--- src/uogc_pkg.sv ---
// Package for the OTG global configuration and event block.
// Assumes a single ref_clk domain; uogc_top, the checker and the bench import it whole.
`default_nettype none
package uogc_pkg;
    // ------------------------------------------------------------
    // Register offsets
    // ------------------------------------------------------------
    localparam logic [11:0] UOGC_OTG_CTL_OFS  = 12'h000;
    localparam logic [11:0] UOGC_EVENT_OFS    = 12'h004;
    localparam logic [11:0] UOGC_BUS_CFG_OFS  = 12'h008;
    localparam logic [11:0] UOGC_LINK_CFG_OFS = 12'h00C;
    localparam logic [11:0] UOGC_PHY_EVT_OFS  = 12'h010;

    // ------------------------------------------------------------
    // Field positions
    // ------------------------------------------------------------
    localparam int UOGC_SESS_OK_BIT    = 0;
    localparam int UOGC_SESS_REQ_BIT   = 1;
    localparam int UOGC_SWAP_OK_BIT    = 8;
    localparam int UOGC_SWAP_REQ_BIT   = 9;
    localparam int UOGC_EV_CHARGER     = 20;
    localparam int UOGC_EV_DEBOUNCE    = 19;
    localparam int UOGC_EV_A_TIMEOUT   = 18;
    localparam int UOGC_EV_SWAP_SEEN   = 17;
    localparam int UOGC_EV_SWAP_RES    = 9;
    localparam int UOGC_EV_SESS_RES    = 8;
    localparam int UOGC_EV_SESS_END    = 2;
    localparam int UOGC_NOTIFY_BIT     = 22;
    localparam int UOGC_REMOTE_BIT     = 21;
    localparam int UOGC_PER_LVL_BIT    = 8;
    localparam int UOGC_NPER_LVL_BIT   = 7;
    localparam int UOGC_DMA_BIT        = 5;
    localparam int UOGC_BURST_LSB      = 1;
    localparam int UOGC_UNMASK_BIT     = 0;
    localparam int UOGC_FORCE_DEV_BIT  = 30;
    localparam int UOGC_FORCE_HOST_BIT = 29;
    localparam int UOGC_PULL_DET_BIT   = 27;
    localparam int UOGC_VBUS_INV_BIT   = 23;
    localparam int UOGC_PULSE_SEL_BIT  = 22;
    localparam int UOGC_EXT_CMP_BIT    = 21;
    localparam int UOGC_HNP_CAP_BIT    = 9;
    localparam int UOGC_SRP_CAP_BIT    = 8;

    // ------------------------------------------------------------
    // Masks, reset values and timing
    // ------------------------------------------------------------
    localparam logic [31:0] UOGC_EVENT_MASK  = 32'h001E_0304;
    localparam logic [31:0] UOGC_BUS_MASK    = 32'h0060_01BF;
    localparam logic [31:0] UOGC_LINK_MASK   = 32'h68E0_0300;
    localparam logic [31:0] UOGC_REG_RESET   = 32'h0000_0000;
    localparam int          UOGC_CLK_HZ      = 20_000_000;
    localparam int          UOGC_FORCE_MS    = 25;
    localparam int          UOGC_FORCE_CYC   = UOGC_CLK_HZ / 1000 * UOGC_FORCE_MS;
    localparam logic [3:0]  UOGC_BURST_MAX   = 4'h7;

    typedef enum logic [2:0] {
        UOGC_DMA_IDLE = 3'b001,
        UOGC_DMA_REQ  = 3'b010,
        UOGC_DMA_WAIT = 3'b100
    } uogc_dma_state_t;
endpackage
`default_nettype wire

--- src/uogc_sync.sv ---
// Two-flop synchroniser bank for pins from outside ref_clk.
// Assumes inputs are asynchronous levels; first flop is read only by the second.
`default_nettype none
module uogc_sync #(
    parameter int W = 8
) (
    // Clock and control
    input  wire logic         ref_clk,
    input  wire logic         reset,
    input  wire logic         clk_en,
    // Data
    input  wire logic [W-1:0] d_async,
    output logic      [W-1:0] q_sync
);
    typedef struct packed {
        logic [W-1:0] meta;
        logic [W-1:0] sync;
    } uogc_sync_t;

    uogc_sync_t s_r;
    uogc_sync_t s_nxt;

    always_comb begin
        s_nxt      = s_r;
        s_nxt.meta = d_async;
        s_nxt.sync = s_r.meta;
    end

    always_ff @(posedge ref_clk) begin
        if (reset) begin
            s_r <= '0;
        end else if (clk_en) begin
            s_r <= s_nxt;
        end
    end

    assign q_sync = s_r.sync;
endmodule
`default_nettype wire

--- src/uogc_top.sv ---
// OTG global configuration, OTG event flags and DMA write notification.
// Assumes a plain register port on ref_clk and PHY pins asynchronous to it.
//
// Summary of operation
// - Session request success status set on success, cleared on failure.
// - Charger pin change sets bit 20 only when charger support is built.
// - Connect debounce done sets bit 19 only with swap or session capability.
// - A-role connect timeout sets bit 18.
// - Role swap request seen on the bus sets bit 17.
// - Role swap result sets bit 9; software reads the ok status.
// - Session request result sets bit 8; software reads the ok status.
// - Falling B-session valid from the PHY sets bit 2.
// - With remote memory, bit 22 chooses notifying every write or last only.
// - Bit 21 enables request, done and system done wait before completion.
// - Bit 8 picks half or full empty for periodic FIFO trigger.
// - Bit 7 picks half or full empty for non-periodic FIFO trigger.
// - Bit 5 selects DMA mode; reads zero on slave-only builds.
// - External DMA drives burst field on burst output; codes above 7 reserved.
// - Internal DMA uses same field as bus burst type code.
// - Bit 0 gates the interrupt line; status keeps updating regardless.
// - Bit 30 forces device role after 25 ms; only for modes 0 to 2.
// - Bit 29 forces host role after 25 ms; only for modes 0 to 2.
// - Bit 27 detaches pull resistors during traffic when inter-chip USB capable.
// - Bit 23 tells PHY to invert external VBUS indicator.
// - Bit 22 picks transmit-valid or termination-select for SRP pulsing.
// - Bit 21 picks external VBUS comparator for ULPI builds 2 or 3.
`default_nettype none
module uogc_top
    import uogc_pkg::*;
#(
    parameter bit          CHARGER_SUPPORT = 1'b1,
    parameter bit          SLAVE_ONLY      = 1'b0,
    parameter logic [2:0]  OTG_BUILD_MODE  = 3'h0,
    parameter logic [1:0]  ULPI_BUILD      = 2'h2,
    parameter bit          IC_USB_CAPABLE  = 1'b1,
    parameter int          FORCE_CYCLES    = UOGC_FORCE_CYC
) (
    // Clock, reset, enable
    input  wire logic        ref_clk,
    input  wire logic        reset,
    input  wire logic        clk_en,
    // Register port
    input  wire logic [11:0] reg_addr,
    input  wire logic [31:0] reg_wdata,
    input  wire logic        reg_wr,
    input  wire logic        reg_rd,
    output logic      [31:0] reg_rdata,
    // PHY and link status pins (asynchronous)
    input  wire logic        b_session_valid,
    input  wire logic        charger_pin_change,
    input  wire logic        connect_debounce_done,
    input  wire logic        a_role_connect_timeout,
    input  wire logic        role_swap_request_seen,
    input  wire logic        role_swap_done,
    input  wire logic        role_swap_ok_in,
    input  wire logic        session_request_done,
    input  wire logic        session_request_ok_in,
    input  wire logic        id_pin,
    // Core-side FIFO and interrupt sources
    input  wire logic        core_irq_pending,
    input  wire logic        periodic_half_empty,
    input  wire logic        periodic_full_empty,
    input  wire logic        nonperiodic_half_empty,
    input  wire logic        nonperiodic_full_empty,
    output logic             periodic_fifo_empty_irq,
    output logic             nonperiodic_fifo_empty_irq,
    output logic             irq_out,
    // DMA write notification
    input  wire logic        dma_write_start,
    input  wire logic        dma_write_last,
    input  wire logic [3:0]  dma_channel,
    input  wire logic        system_dma_done,
    output logic             dma_request,
    output logic             dma_done,
    output logic             dma_last_transaction,
    output logic      [3:0]  dma_channel_number,
    output logic             transfer_complete_flag,
    output logic      [3:0]  dma_burst,
    output logic             dma_mode_out,
    // PHY control
    output logic             host_role,
    output logic             pull_detach_on_traffic,
    output logic             vbus_indicator_invert,
    output logic             pulse_source_select,
    output logic             external_vbus_comparator_sel
);
    // ------------------------------------------------------------
    // Pin synchronisation
    // ------------------------------------------------------------
    localparam int NPIN = 10;
    logic [NPIN-1:0] pin_s;

    uogc_sync #(.W(NPIN)) u_sync (
        .ref_clk (ref_clk),
        .reset   (reset),
        .clk_en  (clk_en),
        .d_async ({id_pin, session_request_ok_in, session_request_done, role_swap_ok_in,
                   role_swap_done, role_swap_request_seen, a_role_connect_timeout,
                   connect_debounce_done, charger_pin_change, b_session_valid}),
        .q_sync  (pin_s)
    );

    // ------------------------------------------------------------
    // State
    // ------------------------------------------------------------
    typedef struct packed {
        logic [31:0]       events;
        logic [31:0]       bus_cfg;
        logic [31:0]       link_cfg;
        logic              session_request_ok;
        logic              role_swap_ok;
        logic [NPIN-1:0]   pin_d;
        logic              host_role;
        logic [31:0]       force_cnt;
        uogc_dma_state_t   dma_st;
        logic              dma_last;
        logic [3:0]        dma_chan;
        logic              xfer_done;
        logic              dma_done;
        logic [31:0]       rdata;
    } uogc_state_t;

    uogc_state_t st_r;
    uogc_state_t st_nxt;

    // Shared decode: register write hit
    function automatic logic wr_hit(input logic [11:0] ofs);
        return reg_wr && (reg_addr == ofs);
    endfunction

    logic [31:0] ev_set;
    logic [NPIN-1:0] rise;
    logic        cap_en;
    logic        force_ok;
    logic        notify;

    always_comb begin
        st_nxt   = st_r;
        rise     = pin_s & ~st_r.pin_d;
        cap_en   = st_r.link_cfg[UOGC_HNP_CAP_BIT] | st_r.link_cfg[UOGC_SRP_CAP_BIT];
        force_ok = OTG_BUILD_MODE <= 3'h2;
        ev_set   = '0;
        notify   = 1'b0;
        st_nxt.pin_d     = pin_s;
        st_nxt.xfer_done = 1'b0;
        st_nxt.dma_done  = 1'b0;

        // Event sources
        ev_set[UOGC_EV_CHARGER]   = rise[1] & CHARGER_SUPPORT;
        ev_set[UOGC_EV_DEBOUNCE]  = rise[2] & cap_en;
        ev_set[UOGC_EV_A_TIMEOUT] = rise[3];
        ev_set[UOGC_EV_SWAP_SEEN] = rise[4];
        ev_set[UOGC_EV_SWAP_RES]  = rise[5];
        ev_set[UOGC_EV_SESS_RES]  = rise[7];
        ev_set[UOGC_EV_SESS_END]  = st_r.pin_d[0] & ~pin_s[0];
        if (rise[7]) begin
            st_nxt.session_request_ok = pin_s[8];
        end
        if (rise[5]) begin
            st_nxt.role_swap_ok = pin_s[6];
        end

        // Register writes; set wins over a same-cycle clear
        if (wr_hit(UOGC_EVENT_OFS)) begin
            st_nxt.events = st_r.events & ~reg_wdata;
        end
        st_nxt.events = (st_nxt.events | ev_set) & UOGC_EVENT_MASK;
        if (wr_hit(UOGC_BUS_CFG_OFS)) begin
            st_nxt.bus_cfg = reg_wdata & UOGC_BUS_MASK;
            if (SLAVE_ONLY) begin
                st_nxt.bus_cfg[UOGC_DMA_BIT] = 1'b0;
            end
        end
        if (wr_hit(UOGC_LINK_CFG_OFS)) begin
            st_nxt.link_cfg = reg_wdata & UOGC_LINK_MASK;
            if (!force_ok) begin
                st_nxt.link_cfg[UOGC_FORCE_DEV_BIT]  = 1'b0;
                st_nxt.link_cfg[UOGC_FORCE_HOST_BIT] = 1'b0;
            end
            if (ULPI_BUILD < 2'h2) begin
                st_nxt.link_cfg[UOGC_EXT_CMP_BIT] = 1'b0;
            end
            st_nxt.force_cnt = '0;
        end

        // Role change settles after the force delay
        if (st_r.force_cnt < FORCE_CYCLES) begin
            st_nxt.force_cnt = st_r.force_cnt + 32'h1;
        end else if (st_r.link_cfg[UOGC_FORCE_DEV_BIT]) begin
            st_nxt.host_role = 1'b0;
        end else if (st_r.link_cfg[UOGC_FORCE_HOST_BIT]) begin
            st_nxt.host_role = 1'b1;
        end else begin
            st_nxt.host_role = ~pin_s[9];
        end

        // DMA write notification handshake
        notify = st_r.bus_cfg[UOGC_NOTIFY_BIT] | dma_write_last;
        case (st_r.dma_st)
            UOGC_DMA_IDLE: begin
                if (dma_write_start) begin
                    if (st_r.bus_cfg[UOGC_REMOTE_BIT] && notify) begin
                        st_nxt.dma_st   = UOGC_DMA_REQ;
                        st_nxt.dma_last = dma_write_last;
                        st_nxt.dma_chan = dma_channel;
                    end else begin
                        st_nxt.xfer_done = 1'b1;
                    end
                end
            end
            UOGC_DMA_REQ: begin
                st_nxt.dma_done = 1'b1;
                st_nxt.dma_st   = UOGC_DMA_WAIT;
            end
            UOGC_DMA_WAIT: begin
                if (system_dma_done) begin
                    st_nxt.xfer_done = 1'b1;
                    st_nxt.dma_st    = UOGC_DMA_IDLE;
                end
            end
            default: begin
                st_nxt.dma_st = UOGC_DMA_IDLE;
            end
        endcase

        // Read data valid in the cycle after the strobe; unmapped reads zero
        st_nxt.rdata = '0;
        if (reg_rd) begin
            if (reg_addr == UOGC_OTG_CTL_OFS) begin
                st_nxt.rdata[UOGC_SESS_OK_BIT] = st_r.session_request_ok;
                st_nxt.rdata[UOGC_SWAP_OK_BIT] = st_r.role_swap_ok;
            end else if (reg_addr == UOGC_EVENT_OFS) begin
                st_nxt.rdata = st_r.events;
            end else if (reg_addr == UOGC_BUS_CFG_OFS) begin
                st_nxt.rdata = st_r.bus_cfg;
            end else if (reg_addr == UOGC_LINK_CFG_OFS) begin
                st_nxt.rdata = st_r.link_cfg;
            end else if (reg_addr == UOGC_PHY_EVT_OFS) begin
                st_nxt.rdata[NPIN-1:0] = pin_s;
            end
        end
    end

    always_ff @(posedge ref_clk) begin
        if (reset) begin
            st_r        <= '0;
            st_r.dma_st <= UOGC_DMA_IDLE;
        end else if (clk_en) begin
            st_r <= st_nxt;
        end
    end

    // ------------------------------------------------------------
    // Outputs
    // ------------------------------------------------------------
    logic dma_on;
    assign dma_on = st_r.bus_cfg[UOGC_DMA_BIT];

    assign reg_rdata = st_r.rdata;
    // Status keeps updating; only the line is gated
    assign irq_out = core_irq_pending & st_r.bus_cfg[UOGC_UNMASK_BIT];
    // FIFO triggers only meaningful in slave mode
    assign periodic_fifo_empty_irq = ~dma_on & (st_r.bus_cfg[UOGC_PER_LVL_BIT]
        ? periodic_full_empty : periodic_half_empty);
    assign nonperiodic_fifo_empty_irq = ~dma_on & (st_r.bus_cfg[UOGC_NPER_LVL_BIT]
        ? nonperiodic_full_empty : nonperiodic_half_empty);
    // Reserved codes pass unchanged; software must not use them
    assign dma_burst = st_r.bus_cfg[UOGC_BURST_LSB +: 4];
    assign dma_mode_out = dma_on;
    assign dma_request = (st_r.dma_st == UOGC_DMA_REQ);
    assign dma_done = st_r.dma_done;
    assign dma_last_transaction = st_r.dma_last;
    assign dma_channel_number = st_r.dma_chan;
    assign transfer_complete_flag = st_r.xfer_done;
    assign host_role = st_r.host_role;
    assign pull_detach_on_traffic = st_r.link_cfg[UOGC_PULL_DET_BIT] & IC_USB_CAPABLE;
    assign vbus_indicator_invert = st_r.link_cfg[UOGC_VBUS_INV_BIT];
    assign pulse_source_select = st_r.link_cfg[UOGC_PULSE_SEL_BIT];
    assign external_vbus_comparator_sel = st_r.link_cfg[UOGC_EXT_CMP_BIT];
endmodule
`default_nettype wire

--- config.mk ---
export PLATFORM = sky130hd
export DESIGN_NAME = uogc_top
export DESIGN_NICKNAME = d
export VERILOG_FILES = /design/src/uogc_pkg.sv /design/src/uogc_sync.sv /design/src/uogc_top.sv
export SDC_FILE = /design/constraint.sdc
export NUM_CORES = 1
export LEC_CHECK = 0
export BUFFER_PORTS_ARGS = -buffer_cell sky130_fd_sc_hd__buf_2
export CELL_PAD_IN_SITES_DETAIL_PLACEMENT = 1
export CELL_PAD_IN_SITES_GLOBAL_PLACEMENT = 2
export CORE_MARGIN = 8
export CORE_UTILIZATION = 31
export CTS_CLUSTER_DIAMETER = 100
export DETAILED_ROUTE_END_ITERATION = 6
export GPL_TIMING_DRIVEN = 0
export PLACE_DENSITY_LB_ADDON = 0.1
export SLEW_MARGIN = 30
export SYNTH_ARGS = -nofsm -noshare
export SYNTH_HDL_FRONTEND = slang
export SYNTH_SLANG_ARGS = --single-unit
export TNS_END_PERCENT = 10
--- constraint.sdc ---
create_clock -name ref_clk -period 2.91 [get_ports ref_clk]
set_input_delay 0.873 -clock ref_clk [delete_from_list [all_inputs] [get_ports ref_clk]]
set_output_delay 0.873 -clock ref_clk [all_outputs]
set_load 0.01 [all_outputs]
==> results_dict.tcl, run 1 <==
set metrics [dict create \
    coreArea_um2 15890 \
    dr.pass1.iters 5 \
    synth_top_area_share 0.4650 \
    end_kind "flip-flop" \
    synthCells 575 \
    crit_arrival_ps 2750 \
    overflow 0 \
    setup-violations-final 0 \
    pwr_density_cell_nw_per_um2 604.2 \
    hp-class "flip-flop to flip-flop" \
    num_rows 46 \
    grt_max_degree 17 \
    cts_sinks 117 \
    syn_avg_cell_area_um2 8.761 \
    htree_levels 4 \
    p_seq_frac 0.423 \
    clk_pin_slew_ps 50 \
    top_level_ports 124 \
    detail-route-antenna-nets 0 \
    dp_slack_ps -14.10 \
    skew_ps 7.062 \
    worstMarginPinSlew_ps 752.3 \
    hpwl_um 12310 \
    clockBufferDepth 2 \
    synthArstFlopShare 0 \
    antenna_found_initial 0 \
    synth.distinct_cells 57 \
    synthTopCellsByCount "117 x dfxtp_1, 79 x nor2_1, 72 x nand2_1, 45 x a21oi_1, 41 x buf_4" \
    p_switching_w 0.0008906 \
    startpoint "reg_addr[9]" \
    die_h_um 143.5 \
    p_int_w 0.002980 \
    p_leak_nw 2.723 \
    dieArea_um2 20590 \
    grt_pass1_vias 4815 \
    worst_slack_ps 428.1 \
    seqCellArea_um2 2342 \
    drc 0 \
    netlist_area_um2 5037 \
    holdWs_ps 457.2 \
    routabilityCongestion 0.7745 \
    swShare 0.2301 \
    r2r-start "st_r[61]$_SDFFE_PP0P_" \
    synthTopCellsByArea "dfxtp_1 46%, mux2i_1 6.6%, buf_4 6.1%, nor2_1 5.9%, nand2_1 5.4%" \
    ys.flop_type "dfxtp_1" \
    post_cts_buffers 0 \
    ir_worst_vdd_mv 0.4288 \
    period_needed_ps 2482 \
    cts_resized 0 \
    reg2reg_slack_ps 610 \
    avgViaCountPerCell 4.806 \
    layout-drive-gt1-share 0.2661 \
    synth-edff-count 0 \
    crit_fanout 9 \
    yosysTopAreaCell "dfxtp_1" \
    rsz0062_at_grt "false" \
    cts_tree "done" \
    detail_route.wirelength_um 16110 \
    r2r-end "st_r[51]$_SDFFE_PP0P_" \
    yosys_register_bits 117 \
    drt_iter0_drc 182 \
    grt.total_usage 0.1613 \
    holdBufCountCts 0 \
    period_share 0.8529 \
    critPathKind "input port to flip-flop" \
    fillers 1940 \
    antenna_cells 0 \
    post-synth-top-count-cell "dfxtp_1" \
    nets 773 \
    slew_viol_final 0 \
    max_freq_mhz 402.9 \
    cp.required_ps 3180 \
    hold_depth 1 \
    vias 4470 \
    status "finished clean" \
    initial_core_util 0.3171 \
    reg2reg_depth 7 \
    wl_per_cell_um 17.32 \
    combPwrFrac 0.051 \
    multi_input_area_um2 2296 \
    grt_pass1_wl_um 25270 \
    portBuffers 96 \
    clock-root-buffer "clkbuf_16" \
    clk_latency_ps 410 \
    crit_end "st_r[159]$_SDFFE_PP0P_" \
    cts_made_buffers 17 \
    syn_to_final_growth_pct 27.17 \
    yosysWarnings 0 \
    max_slew_margin 0.4985 \
    ys_seq_area_frac 0.4650 \
    startpoint_type "input port" \
    power_frac_clock 0.526 \
    timing_hold_violations_final 0 \
    die_x_um 143.5 \
    drv_cap 0 \
]
[worst min path at each step]
stage	startpoint	end	slack (ps)
finish	st_r[71]$_SDFFE_PP0P_	st_r[71]$_SDFFE_PP0P_	460
global route	st_r[71]$_SDFFE_PP0P_	st_r[71]$_SDFFE_PP0P_	470
CTS	st_r[80]$_SDFFE_PP0P_	st_r[80]$_SDFFE_PP0P_	460
detailed placement	st_r[71]$_SDFFE_PP0P_	st_r[71]$_SDFFE_PP0P_	450
global placement	st_r[71]$_SDFFE_PP0P_	st_r[71]$_SDFFE_PP0P_	440
floorplan	st_r[73]$_SDFFE_PP0P_	st_r[73]$_SDFFE_PP0P_	430
[metal layers]
metal	GRT usage	wire (um)	vias to the layer above
li1	-	-	2198
met5	0	0	-
met2	0.2705	7682	89
met4	0.05257	229	0
met3	0.04678	745	18
met1	0.1941	7450	2165
[flip-flops by register name (all words and copies together), names as in the netlist]
register,cells
dma_burst,4
dma_channel_number,4
dma_done,1
dma_last_transaction,1
dma_mode_out,1
external_vbus_comparator_sel,1
host_role,1
pull_detach_on_traffic,1
pulse_source_select,1
reg_rdata,20
st_r,60
transfer_complete_flag,1
u_sync.q_sync,10
u_sync.s_nxt,10
vbus_indicator_invert,1
[layout make-up]
| class | instances | area share |
|---|---|---|
| multi-input combinational | 395 | 0.3584 |
| tap | 216 | 0.04219 |
| clock buffer | 20 | 0.06973 |
| sequential | 117 | 0.3656 |
| inverter | 8 | 0.004688 |
| buffer | 66 | 0.06406 |
| timing repair buffer | 96 | 0.07500 |
| clock inverter | 12 | 0.02031 |
[power by group through the flow]
stage	Combinational, W	Sequential (W)	Clock (W)
after floorplan	0.000111	0.00167	0
after global placement	0.000195	0.00167	0
after detailed placement	0.000198	0.00167	0
after CTS	0.000200	0.00164	0.00209
after global routing	0.000219	0.00164	0.00217
final	0.000198	0.00164	0.00204
[worst max-delay path: stages]
cell	delay (ps)
buf_2	100
nor4_2	330
and4b_1	260
buf_2	210
nand3_1	130
or2_2	290
clkbuf_1	210
nor3b_1	250
nor3_1	90
[placed cells by master (no fill, tap or decap), drive strengths merged, types with 10 or more instances in the layout]
master and count:
xor2 10, nand2 72, a22oi 10, clkbuf 38, mux2i 33, nor3 10
buf 144, and2 12, dfxtp 117, o21ai 21, a21oi 45, nor2 81
conb 12
[kinds of logic after synthesis]
kind of cell / synth area share
and+or+nand+nor: 0.2166
DFF: 0.4650
AOI/OAI and AO/OA: 0.1381
buffers and inverters: 0.08743
muxes: 0.07228
xor gates and xnor gates: 0.01739
adders and majority gates: 0.002483
other: 0.0007444
[metrics by stage]
step           power [W]  cell area (um^2)  TNS, ps  instances    util
6_report        0.003870              6406        0        930  0.4033
5_1_grt         0.004026              6406        0        930  0.4033
4_1_cts         0.003926              6406        0        930  0.4033
3_5_place_dp    0.001868              5829   -20.62        898  0.3670
3_3_place_gp    0.001865              5829        0        898  0.3670
2_1_floorplan   0.001777              5079        0        586       -
Note: power is estimated with default switching activity, not from simulation.
==> inputs of run 2 (changes only) <==
--- a/config.mk
+++ b/config.mk
@@ -9,11 +9,11 @@
 export CELL_PAD_IN_SITES_DETAIL_PLACEMENT = 1
 export CELL_PAD_IN_SITES_GLOBAL_PLACEMENT = 2
 export CORE_MARGIN = 8
-export CORE_UTILIZATION = 31
+export CORE_UTILIZATION = 34
 export CTS_CLUSTER_DIAMETER = 100
 export DETAILED_ROUTE_END_ITERATION = 6
 export GPL_TIMING_DRIVEN = 0
-export PLACE_DENSITY_LB_ADDON = 0.1
+export PLACE_DENSITY = 0.89
 export SLEW_MARGIN = 30
 export SYNTH_ARGS = -nofsm -noshare
 export SYNTH_HDL_FRONTEND = slang
==> constraint.sdc (replaced) <==
create_clock -name ref_clk -period 3 [get_ports ref_clk]
set_input_delay 0.9 -clock ref_clk [delete_from_list [all_inputs] [get_ports ref_clk]]
set_output_delay 0.9 -clock ref_clk [all_outputs]
set_load 0.01 [all_outputs]
==> results_dict.tcl, run 2 (synthesized netlist as in run 1, its figures left out) <==
set metrics [dict create \
    tns_ps 0 \
    largest_reg_flops 60 \
    nets 773 \
    final_common_cell "dfxtp_1" \
    cts_resized 0 \
    use_met3 0.04778 \
    post_cts_buffers 0 \
    dp_cells 866 \
    clk_pin_slew_ps 50 \
    timing_hold_violations_final 0 \
    crit_fanout 9 \
    p_leak_nw 2.703 \
    crit_family "simple AND/OR/NAND/NOR gates" \
    crit_arrival_ps 2790 \
    cts_tree "done" \
    r2r-end "st_r[51]$_SDFFE_PP0P_" \
    top_register "st_r" \
    period_share 0.8390 \
    power_w 0.003604 \
    grt_pass1_wl_um 24430 \
    hpwl_um 11820 \
    cts_made_buffers 17 \
    clockBufferDepth 2 \
    cp.depth 9 \
    layout-drive-gt1-share 0.2651 \
    path_cells "buf_2 -> nor4_2 -> and4b_1 -> buf_2 -> nand3_1 -> or2_2 -> clkbuf_1 -> o21ai_0 -> a21oi_1" \
    final_cell_area_um2 6331 \
    setup-violations-final 0 \
    drv_cap 0 \
    period_needed_ps 2517 \
    min_to "st_r[71]$_SDFFE_PP0P_" \
    hp-class "flip-flop to flip-flop" \
    max_slew_margin 0.4958 \
    clock-root-buffer "clkbuf_16" \
    clk_latency_ps 420 \
    final_cell_mix "117 x dfxtp_1, 103 x buf_2, 79 x nor2_1, 72 x nand2_1, 45 x a21oi_1" \
    drc 0 \
    htree_levels 4 \
    drt_iter0_drc 241 \
    cp.required_ps 3280 \
    busiest_layer "met2" \
    grt_max_degree 17 \
    slew_viol_final 0 \
    dieArea_um2 18970 \
    coreArea_um2 14530 \
    end_kind "flip-flop" \
    die_x_um 137.7 \
    cpMaxStageDelayCell "nor4_2" \
    status "finished clean" \
    critPathBufInv 3 \
    fillers 1767 \
    skew_ps 8.217 \
    holdBufCountCts 0 \
    ir_worst_vdd_mv 0.4023 \
    grt.total_usage 0.1676 \
    final_util 0.4356 \
    portBuffers 96 \
    max_stage_delay_ps 320 \
    initial_core_util 0.3466 \
    avgViaCountPerCell 5.068 \
    grt_pass1_vias 4747 \
    final_cells 898 \
    grt_use_met1 0.2064 \
    die_h_um 137.7 \
    num_rows 44 \
    worstMarginPinSlew_ps 756.3 \
    crit_path_frequent_cell "buf_2" \
    grt_util_met2 0.2684 \
    vias 4551 \
    syn_to_final_growth_pct 25.68 \
    detail_route.wirelength_um 15590 \
    holdCritStartpoint "st_r[71]$_SDFFE_PP0P_" \
    placed_area_um2 5789 \
    reg2reg_slack_ps 740 \
    detail-route-antenna-nets 0 \
    wl_per_cell_um 17.36 \
    r2r-start "st_r[52]$_SDFFE_PP0P_" \
    antenna_found_initial 1 \
    reg2reg_depth 7 \
    critPathKind "input port to flip-flop" \
    dr.pass1.iters 4 \
    cts_sinks 117 \
    rsz0062_at_grt "false" \
    routabilityCongestion 0.8120 \
    top_level_ports 124 \
    overflow 0 \
    max_freq_mhz 397.3 \
    startpoint_type "input port" \
    pwr_density_cell_nw_per_um2 569.3 \
    hold_depth 1 \
]
## run 2: cell types whose count changed in the layout (fill, tap and decap cells not counted)
cell        delta
clkbuf_8       +3
clkinvlp_4     +1
inv_6          -1
bufinv_16      -2
clkinv_4       -2
diode_2        +1
## run 2: how the worst max path moves through the flow
stage	slack [ps]	from	to
global route	430	reg_addr[9]	st_r[170]$_SDFFE_PP0P_
detailed placement	50	reg_addr[9]	st_r[170]$_SDFFE_PP0P_
floorplan	560	reg_addr[9]	st_r[159]$_SDFFE_PP0P_
global placement	140	reg_addr[9]	st_r[170]$_SDFFE_PP0P_
CTS	500	reg_addr[9]	st_r[170]$_SDFFE_PP0P_
finish	480	reg_addr[9]	st_r[170]$_SDFFE_PP0P_
## run 2: area by class of cell
cell class                      count  area [um^2]  area share
Sequential cell                   117         2342      0.3700
Multi-Input combinational cell    395         2296      0.3626
Clock buffer                       23        488.0     0.07708
Timing Repair Buffer               96        480.5     0.07589
Buffer                             66        410.4     0.06482
Tap cell                          184        230.2     0.03636
Clock inverter                      8        51.30    0.008103
Inverter                            8        30.03    0.004743
Antenna cell                        1        2.502   0.0003953
## run 2: metrics by stage
stage / hold slack (ps) / setup slack, ps
finish: 459.3 / 483.1
detailed placement: 450.5 / 53.62
global placement: 443.2 / 136.7
global route: 476.0 / 425.6
floorplan: 430.2 / 556.9
CTS: 467.2 / 500.8
## run 2: per-layer routing
| metal | up-vias | wire (um) |
|---|---|---|
| met3 | 25 | 882 |
| met2 | 100 | 7299 |
| li1 | 2207 | - |
| met1 | 2217 | 7117 |
| met4 | 2 | 277 |
| met5 | - | 12 |
## run 2: power by group
part           internal [W]  switching, W
Sequential          0.00157     0.0000150
Clock               0.00113      0.000697
Combinational     0.0000746      0.000113
Total               0.00278      0.000826
